## config.mk

```make
export PLATFORM = sky130hd
export DESIGN_NAME = anpx_regs
export DESIGN_NICKNAME = d
export VERILOG_FILES = /design/src/hdl/anpx_pkg.sv /design/src/hdl/anpx_regs.sv
export SDC_FILE = /design/constraint.sdc
export NUM_CORES = 1
export LEC_CHECK = 0
export BUFFER_PORTS_ARGS = -buffer_cell sky130_fd_sc_hd__buf_4
export CAP_MARGIN = 20
export CORE_MARGIN = 3
export CORE_UTILIZATION = 50
export CTS_CLUSTER_SIZE = 16
export DETAILED_ROUTE_END_ITERATION = 8
export HOLD_SLACK_MARGIN = 0.02
export PLACE_DENSITY = 0.83
export SLEW_MARGIN = 20
export SYNTH_ARGS = -nofsm -noshare
export SYNTH_HDL_FRONTEND = slang
export SYNTH_SLANG_ARGS = --single-unit
```

## constraint.sdc

```tcl
create_clock -name clk_sys_in -period 5.23 [get_ports clk_sys_in]
set_input_delay 1.046 -clock clk_sys_in [delete_from_list [all_inputs] [get_ports clk_sys_in]]
set_output_delay 1.046 -clock clk_sys_in [all_outputs]
set_load 0.01 [all_outputs]
```

## src/hdl/anpx_pkg.sv

```systemverilog
// constants for the auto-negotiation partner page and expansion register bank
// assumes a 32-bit axi4-lite slave with byte addresses of four times the register index
package anpx_pkg;
  // register indices and byte addresses
  localparam logic [7:0] ANPX_IDX_PNP   = 8'h05;
  localparam logic [7:0] ANPX_IDX_EXP   = 8'h06;
  localparam logic [7:0] ANPX_IDX_ISTAT = 8'h08;
  localparam logic [7:0] ANPX_IDX_IMASK = 8'h09;
  localparam logic [7:0] ANPX_ADDR_PNP   = {ANPX_IDX_PNP[5:0], 2'b00};
  localparam logic [7:0] ANPX_ADDR_EXP   = {ANPX_IDX_EXP[5:0], 2'b00};
  localparam logic [7:0] ANPX_ADDR_ISTAT = {ANPX_IDX_ISTAT[5:0], 2'b00};
  localparam logic [7:0] ANPX_ADDR_IMASK = {ANPX_IDX_IMASK[5:0], 2'b00};
  // partner next page field positions
  localparam int ANPX_MP_BIT   = 13;
  localparam int ANPX_PARTNER_COMPLY_ACK_BIT = 12;
  localparam int ANPX_TOG_BIT  = 11;
  localparam int ANPX_CODE_MSB = 10;
  localparam logic [15:0] ANPX_PNP_RST = 16'h0000;
  // expansion field positions and values
  localparam int ANPX_EXP_PDF  = 4;
  localparam int ANPX_EXP_LPNP = 3;
  localparam int ANPX_EXP_NPA  = 2;
  localparam int ANPX_EXP_PRX  = 1;
  localparam int ANPX_EXP_LPAN = 0;
  localparam logic ANPX_NPA_VAL = 1'b1;
  // interrupt status layout
  localparam int ANPX_INT_PRX = 0;
  localparam int ANPX_INT_PDF = 1;
  localparam int ANPX_INT_W   = 2;
  // axi response codes
  localparam logic [1:0] ANPX_RESP_OKAY   = 2'b00;
  localparam logic [1:0] ANPX_RESP_SLVERR = 2'b10;
  // read channel states
  typedef enum logic [1:0] {
    ANPX_RD_IDLE = 2'b01,
    ANPX_RD_RESP = 2'b10
  } anpx_rd_t;
endpackage

```

## src/hdl/anpx_regs.sv

```systemverilog
// partner next page and auto-negotiation expansion registers behind axi4-lite
// assumes the arbitration logic pulses page_done_in once per accepted next page word
// What this block does
// message page flag set means the code field is a formatted message page.
// bit 12 shows whether the partner can comply with the next page message.
// bit 11 reads the inverse of our previously transmitted toggle bit.
// bits 10:0 hold the received code field, read only, reset to zero.
// expansion bits 15:5 ignore writes and read as zero.
// expansion bit 4 shows a parallel detection fault, zero otherwise.
// expansion bit 3 shows partner next page support.
// expansion bit 2 reads as constant one, writes have no effect.
// expansion bit 1 is set on page receipt, cleared by reading it.
// expansion bit 0 shows partner auto-negotiation support.
// next page fields and page received flag update together on acceptance.
//
// Local design decision: register access over AXI4-Lite.
`timescale 1ns/100ps
module anpx_regs
  import anpx_pkg::*;
(
  input  wire logic        clk_sys_in,
  input  wire logic        reset_in,
  input  wire logic [7:0]  s_axi_awaddr_in,
  input  wire logic        s_axi_awvalid_in,
  output logic             s_axi_awready_out,
  input  wire logic [31:0] s_axi_wdata_in,
  input  wire logic [3:0]  s_axi_wstrb_in,
  input  wire logic        s_axi_wvalid_in,
  output logic             s_axi_wready_out,
  output logic [1:0]       s_axi_bresp_out,
  output logic             s_axi_bvalid_out,
  input  wire logic        s_axi_bready_in,
  input  wire logic [7:0]  s_axi_araddr_in,
  input  wire logic        s_axi_arvalid_in,
  output logic             s_axi_arready_out,
  output logic [31:0]      s_axi_rdata_out,
  output logic [1:0]       s_axi_rresp_out,
  output logic             s_axi_rvalid_out,
  input  wire logic        s_axi_rready_in,
  input  wire logic        page_done_in,
  input  wire logic [15:0] page_word_in,
  input  wire logic        tx_toggle_in,
  input  wire logic        parallel_detect_fault_in,
  input  wire logic        partner_next_page_capable_in,
  input  wire logic        partner_autoneg_capable_in,
  output logic             message_page_flag_out,
  output logic [10:0]      page_code_out,
  output logic             irq_out
);

  // write channel state
  logic                  aw_have_q, aw_have_d;
  logic                  w_have_q, w_have_d;
  logic [7:0]            awaddr_q, awaddr_d;
  logic [31:0]           wdata_q, wdata_d;
  logic [3:0]            wstrb_q, wstrb_d;
  logic                  awready_q, awready_d;
  logic                  wready_q, wready_d;
  logic                  bvalid_q, bvalid_d;
  logic [1:0]            bresp_q, bresp_d;
  logic                  wr_en;
  // read channel state
  anpx_rd_t              rd_state_q, rd_state_d;
  logic                  arready_q, arready_d;
  logic [31:0]           rdata_q, rdata_d;
  logic [1:0]            rresp_q, rresp_d;
  logic                  rd_exp;
  // register contents
  logic [15:0]           pnp_q, pnp_d;
  logic                  prx_q, prx_d;
  logic                  pdf_q, lpnp_q, lpan_q;
  logic [ANPX_INT_W-1:0] istat_q, istat_d;
  logic [ANPX_INT_W-1:0] imask_q, imask_d;
  logic [ANPX_INT_W-1:0] events;
  logic                  irq_q, irq_d;

  // read data for an address, unmapped reads return zero
  function automatic logic [31:0] rd_word(input logic [7:0] a);
    logic [31:0] v;
    v = 32'h0000_0000;
    case (a)
      ANPX_ADDR_PNP:   v[15:0] = pnp_q;
      ANPX_ADDR_EXP: begin
        v[ANPX_EXP_PDF]  = pdf_q;
        v[ANPX_EXP_LPNP] = lpnp_q;
        v[ANPX_EXP_NPA]  = ANPX_NPA_VAL;
        v[ANPX_EXP_PRX]  = prx_q;
        v[ANPX_EXP_LPAN] = lpan_q;
      end
      ANPX_ADDR_ISTAT: v[ANPX_INT_W-1:0] = istat_q;
      ANPX_ADDR_IMASK: v[ANPX_INT_W-1:0] = imask_q;
      default:         v = 32'h0000_0000;
    endcase
    return v;
  endfunction

  function automatic logic mapped(input logic [7:0] a);
    return (a == ANPX_ADDR_PNP) || (a == ANPX_ADDR_EXP) ||
           (a == ANPX_ADDR_ISTAT) || (a == ANPX_ADDR_IMASK);
  endfunction

  // write channel: address and data taken in either order, response after both
  always_comb begin
    aw_have_d = aw_have_q;
    w_have_d  = w_have_q;
    awaddr_d  = awaddr_q;
    wdata_d   = wdata_q;
    wstrb_d   = wstrb_q;
    bvalid_d  = bvalid_q;
    bresp_d   = bresp_q;
    wr_en     = 1'b0;
    if (bvalid_q && s_axi_bready_in) begin
      bvalid_d = 1'b0;
    end
    if (s_axi_awvalid_in && awready_q) begin
      aw_have_d = 1'b1;
      awaddr_d  = s_axi_awaddr_in;
    end
    if (s_axi_wvalid_in && wready_q) begin
      w_have_d = 1'b1;
      wdata_d  = s_axi_wdata_in;
      wstrb_d  = s_axi_wstrb_in;
    end
    if (aw_have_q && w_have_q && !bvalid_q) begin
      wr_en     = 1'b1;
      aw_have_d = 1'b0;
      w_have_d  = 1'b0;
      bvalid_d  = 1'b1;
      bresp_d   = mapped(awaddr_q) ? ANPX_RESP_OKAY : ANPX_RESP_SLVERR;
    end
    awready_d = !aw_have_d && !bvalid_d;
    wready_d  = !w_have_d && !bvalid_d;
  end

  always_ff @(posedge clk_sys_in or posedge reset_in) begin
    if (reset_in) begin
      aw_have_q <= 1'b0;
      w_have_q  <= 1'b0;
      awaddr_q  <= 8'h00;
      wdata_q   <= 32'h0000_0000;
      wstrb_q   <= 4'h0;
      awready_q <= 1'b0;
      wready_q  <= 1'b0;
      bvalid_q  <= 1'b0;
      bresp_q   <= ANPX_RESP_OKAY;
    end else begin
      aw_have_q <= aw_have_d;
      w_have_q  <= w_have_d;
      awaddr_q  <= awaddr_d;
      wdata_q   <= wdata_d;
      wstrb_q   <= wstrb_d;
      awready_q <= awready_d;
      wready_q  <= wready_d;
      bvalid_q  <= bvalid_d;
      bresp_q   <= bresp_d;
    end
  end

  // read channel: one read under way, data registered at address acceptance
  always_comb begin
    rd_state_d = rd_state_q;
    rdata_d    = rdata_q;
    rresp_d    = rresp_q;
    rd_exp     = 1'b0;
    case (rd_state_q)
      ANPX_RD_IDLE: begin
        if (s_axi_arvalid_in && arready_q) begin
          rdata_d    = rd_word(s_axi_araddr_in);
          rresp_d    = mapped(s_axi_araddr_in) ? ANPX_RESP_OKAY : ANPX_RESP_SLVERR;
          rd_exp     = (s_axi_araddr_in == ANPX_ADDR_EXP);
          rd_state_d = ANPX_RD_RESP;
        end
      end
      ANPX_RD_RESP: begin
        if (s_axi_rready_in) begin
          rd_state_d = ANPX_RD_IDLE;
        end
      end
      default: rd_state_d = ANPX_RD_IDLE;
    endcase
    arready_d = (rd_state_d == ANPX_RD_IDLE);
  end

  always_ff @(posedge clk_sys_in or posedge reset_in) begin
    if (reset_in) begin
      rd_state_q <= ANPX_RD_IDLE;
      arready_q  <= 1'b0;
      rdata_q    <= 32'h0000_0000;
      rresp_q    <= ANPX_RESP_OKAY;
    end else begin
      rd_state_q <= rd_state_d;
      arready_q  <= arready_d;
      rdata_q    <= rdata_d;
      rresp_q    <= rresp_d;
    end
  end

  // page capture, read clear of page received, interrupt status and mask
  always_comb begin
    pnp_d   = pnp_q;
    prx_d   = prx_q;
    istat_d = istat_q;
    imask_d = imask_q;
    events  = '0;
    events[ANPX_INT_PRX] = page_done_in;
    events[ANPX_INT_PDF] = parallel_detect_fault_in && !pdf_q;
    if (rd_exp) begin
      prx_d = 1'b0;
    end
    if (page_done_in) begin
      pnp_d[15:ANPX_PARTNER_COMPLY_ACK_BIT]   = page_word_in[15:ANPX_PARTNER_COMPLY_ACK_BIT];
      pnp_d[ANPX_TOG_BIT]       = !tx_toggle_in;
      pnp_d[ANPX_CODE_MSB:0]    = page_word_in[ANPX_CODE_MSB:0];
      prx_d                     = 1'b1;
    end
    if (wr_en && wstrb_q[0] && awaddr_q == ANPX_ADDR_ISTAT) begin
      istat_d = istat_q & ~wdata_q[ANPX_INT_W-1:0];
    end
    if (wr_en && wstrb_q[0] && awaddr_q == ANPX_ADDR_IMASK) begin
      imask_d = wdata_q[ANPX_INT_W-1:0];
    end
    istat_d = istat_d | events;                       // set beats clear
    irq_d   = |(istat_d & imask_d);
  end

  // live partner status is sampled every cycle, expansion is otherwise read only
  always_ff @(posedge clk_sys_in or posedge reset_in) begin
    if (reset_in) begin
      pnp_q   <= ANPX_PNP_RST;
      prx_q   <= 1'b0;
      pdf_q   <= 1'b0;
      lpnp_q  <= 1'b0;
      lpan_q  <= 1'b0;
      istat_q <= '0;
      imask_q <= '0;
      irq_q   <= 1'b0;
    end else begin
      pnp_q   <= pnp_d;
      prx_q   <= prx_d;
      pdf_q   <= parallel_detect_fault_in;
      lpnp_q  <= partner_next_page_capable_in;
      lpan_q  <= partner_autoneg_capable_in;
      istat_q <= istat_d;
      imask_q <= imask_d;
      irq_q   <= irq_d;
    end
  end

  // outputs straight from flops, except rvalid, decoded from the read state
  assign s_axi_awready_out     = awready_q;
  assign s_axi_wready_out      = wready_q;
  assign s_axi_bvalid_out      = bvalid_q;
  assign s_axi_bresp_out       = bresp_q;
  assign s_axi_arready_out     = arready_q;
  assign s_axi_rvalid_out      = (rd_state_q == ANPX_RD_RESP);
  assign s_axi_rdata_out       = rdata_q;
  assign s_axi_rresp_out       = rresp_q;
  assign message_page_flag_out = pnp_q[ANPX_MP_BIT];
  assign page_code_out         = pnp_q[ANPX_CODE_MSB:0];
  assign irq_out               = irq_q;

  logic exp_rd_hs;
  assign exp_rd_hs = s_axi_arvalid_in && arready_q && s_axi_araddr_in == ANPX_ADDR_EXP;
endmodule // anpx_regs

```

==> results.tsv <==
stage	metric	value	unit
die	dieWidth	80.72	um
drt	vias	1924	
cells_and_area	final_cell_mix	buf_4 (82), dfrtp_1 (61), mux2_2 (28)	
power_and_ir_drop	irDropWorstVdd	0.2942	mV
clock_tree	clk_pin_slew	0.06	ns
synth	postSynthCellCount	220	
grt	grt_max_degree	63	
setup_path	worst_ep_arrival_time	2.83	ns
synth	ys_seq_area_share	55.63	%
synth	synth_edf_count	0	
clock_tree	cts_root_buffer	clkbuf_8	
power_and_ir_drop	power	1425	uW
cells_and_area	syn2layout_area_growth	25.86	%
timing	finalCritPeriodShare	49.17	%
timing	drv_slew	0	
clock_tree	hold_buffers	0	
cells_and_area	mostFrequentLayoutCell	buf_4	
synth	avgSynthCellArea	12.69	um^2
grt	grt_pass1_vias	1871	
timing	rsz0062_at_grt	no	
placement	place.gp.congestion	0.8401	
die	initial_core_util	53.30	%
die	die_h	80.72	um
clock_tree	cts-htree-levels	3	
timing	fin_crit	2.572	ns
power_and_ir_drop	power_frac_clock	30.6	%
clock_tree	cts_tree	done	
cells_and_area	finish.instance_area	3513	um^2
power_and_ir_drop	p_leak	0.001713	uW
setup_path	end_kind	flop	
outcome	outcome	completed	
worst_hold_path	worstHoldPathType	flop to flop	
synth	synthesis.area	2791	um^2
drt	vias_per_cell	5.214	
synth	synthFlopType	dfrtp_1	
cells_and_area	n_antenna_cell	0	
power_and_ir_drop	pwr-share-comb	23.3	%
cells_and_area	final_nets	377	
drt	wl	5.663	mm
power_and_ir_drop	internal_power	1020	uW
setup_path	path_class	input port to flop	
timing	hold_viol_final	0	
power_and_ir_drop	power.share.switching	28.39	%
drt	drt-initial-drc-count	96	
timing	fmax	388.9	MHz
placement	dp_hpwl	4.048	mm
clock_tree	cts-buffers-inserted	9	
clock_tree	cts_sinks	62	
power_and_ir_drop	power.density	405.6	nW/um^2
timing	worst_pin_slew	0.8618	ns
timing	finalSetupViolCount	0	
timing	max_slew_margin	42.31	%
die	core_area	5238	um^2
setup_path	crit_required	5.49	ns
cells_and_area	drive_gt1_share	44.48	%
clock_tree	post-cts-setup-buffer-count	0	
synth	ys_types	44	
grt	globalRouteTotalUtil	18.15	%
die	design.die.area	6516	um^2
clock_tree	ctsLongestPathBuffers	2	
grt	antenna_found_initial	0	
setup_path	start_kind	input port	
placement	port_buffers	81	
drt	drcViolationCount	0	
flow_run	max_cap_viol_count	0	
setup_path	cp_max_fo	14	
synth	async_flop_share	100.0	%
synth	yosysWarnings	0	
drt	drt-pass1-iter-count	4	
drt	wire_per_inst	15.35	um
drt	drtAntennaViolNets	0	
synth	synth_seq_cells	62	
clock_tree	cts_resized	0	
power_and_ir_drop	p_switching	404.6	uW
grt	grt_pass1_wl	8.970	mm
die	rows	26	
clock_tree	clock_latency	0.33	ns
placement	dpl_cell_area	3311	um^2
timing	clock_skew	0.01006	ns
die	pin_count	134	
grt	grt.overflow.total	0	
power_and_ir_drop	seqPwrFrac	46.1	%
timing	finalSetupTns	0	ns
## through the flow
step / hold slack [ns] / setup WS (ns) / cells / util, %
5_1_grt: 0.5038 / 2.576 / 369 / 67.08
2_1_floorplan: 0.4289 / 2.644 / 237 / -
6_report: 0.4750 / 2.658 / 369 / 67.08
3_3_place_gp: 0.4605 / 2.342 / 354 / 63.21
4_1_cts: 0.4755 / 2.682 / 369 / 67.08
3_5_place_dp: 0.4733 / 2.332 / 354 / 63.21
## final timing paths
| path | startpoint | to | slack, ns | cells after the start |
|---|---|---|---|---|
| worst max-delay path | s_axi_araddr_in[5] | s_axi_rdata_out[4]$_DFFE_PP0P_ | 2.66 | 5 |
| worst min-delay path | aw_have_q$_DFF_PP0_ | s_axi_awready_out$_DFF_PP0_ | 0.47 | 1 |
| worst max register to register | rd_state_q[0]$_DFF_PP1_ | s_axi_rdata_out[4]$_DFFE_PP0P_ | 2.88 | 5 |
| worst min register to register | aw_have_q$_DFF_PP0_ | s_axi_awready_out$_DFF_PP0_ | 0.47 | 1 |
| max in group asynchronous | reset_in | s_axi_rdata_out[4]$_DFFE_PP0P_ | 3.79 | 3 |
| min in group asynchronous | reset_in | pnp_q[13]$_DFFE_PP0P_ | 0.94 | 3 |
## routing by layer
layer / wire length [um] / global-route usage [%] / vias up
li1: - / - / 899
met1: 2334 / 23.96 / 943
met2: 2859 / 28.39 / 76
met3: 387 / 4.933 / 6
met4: 82 / 7.432 / 0
met5: 0 / 0 / -
## worst max-delay path, cell delays in order
cell and delay, ns:
buf_4 0.13, or4b_4 0.57, nor4b_4 0.74, a222oi_1 0.25, inv_1 0.09
## logic make-up after synthesis
group	Yosys count	synth area share [%]
flip-flops	62	55.63
buffers and inverters	44	10.08
AND/OR/NAND/NOR	43	11.16
AO/OA/AOI/OAI	39	10.44
multiplexers	29	11.65
adder cells (fa/ha/maj)	2	0.8963
other	1	0.1343
## power groups by stage
stage / combinational (uW) / sequential [uW] / clock, uW
2_1_floorplan: 237 / 654 / 0
3_3_place_gp: 324 / 660 / 0
3_5_place_dp: 336 / 666 / 0
4_1_cts: 337 / 657 / 448
5_1_grt: 369 / 671 / 478
6_report: 332 / 657 / 436
## registers in the layout, summed over array words and instances (netlist names), 2 cells and up
name             cells
awaddr_q             8
imask_q              2
istat_q              2
pnp_q               16
rd_state_q           2
s_axi_rdata_out     16
wdata_q              2
## cell type report
| type | instances | area, um^2 |
|---|---|---|
| clock buffer | 10 | 127.6 |
| timing repair buffer | 82 | 615.6 |
| sequential | 62 | 1553 |
| fill | 404 | 1724 |
| inverter | 9 | 33.78 |
| tap | 70 | 87.58 |
| clock inverter | 5 | 75.07 |
| multi-input combinational | 131 | 1021 |
## cell usage after synthesis (all sizes together), types with 4 or more instances
master	n	share of area [%]
nand2	6	0.81
dfrtp	61	55
inv	9	1.2
buf	31	8.3
a22o	14	4.4
o21ai	6	1.1
nor2	4	0.54
a21oi	6	1.1
nor2b	8	1.8
mux2	28	11
clkbuf	4	0.54
(Power assumes the default switching activity.)
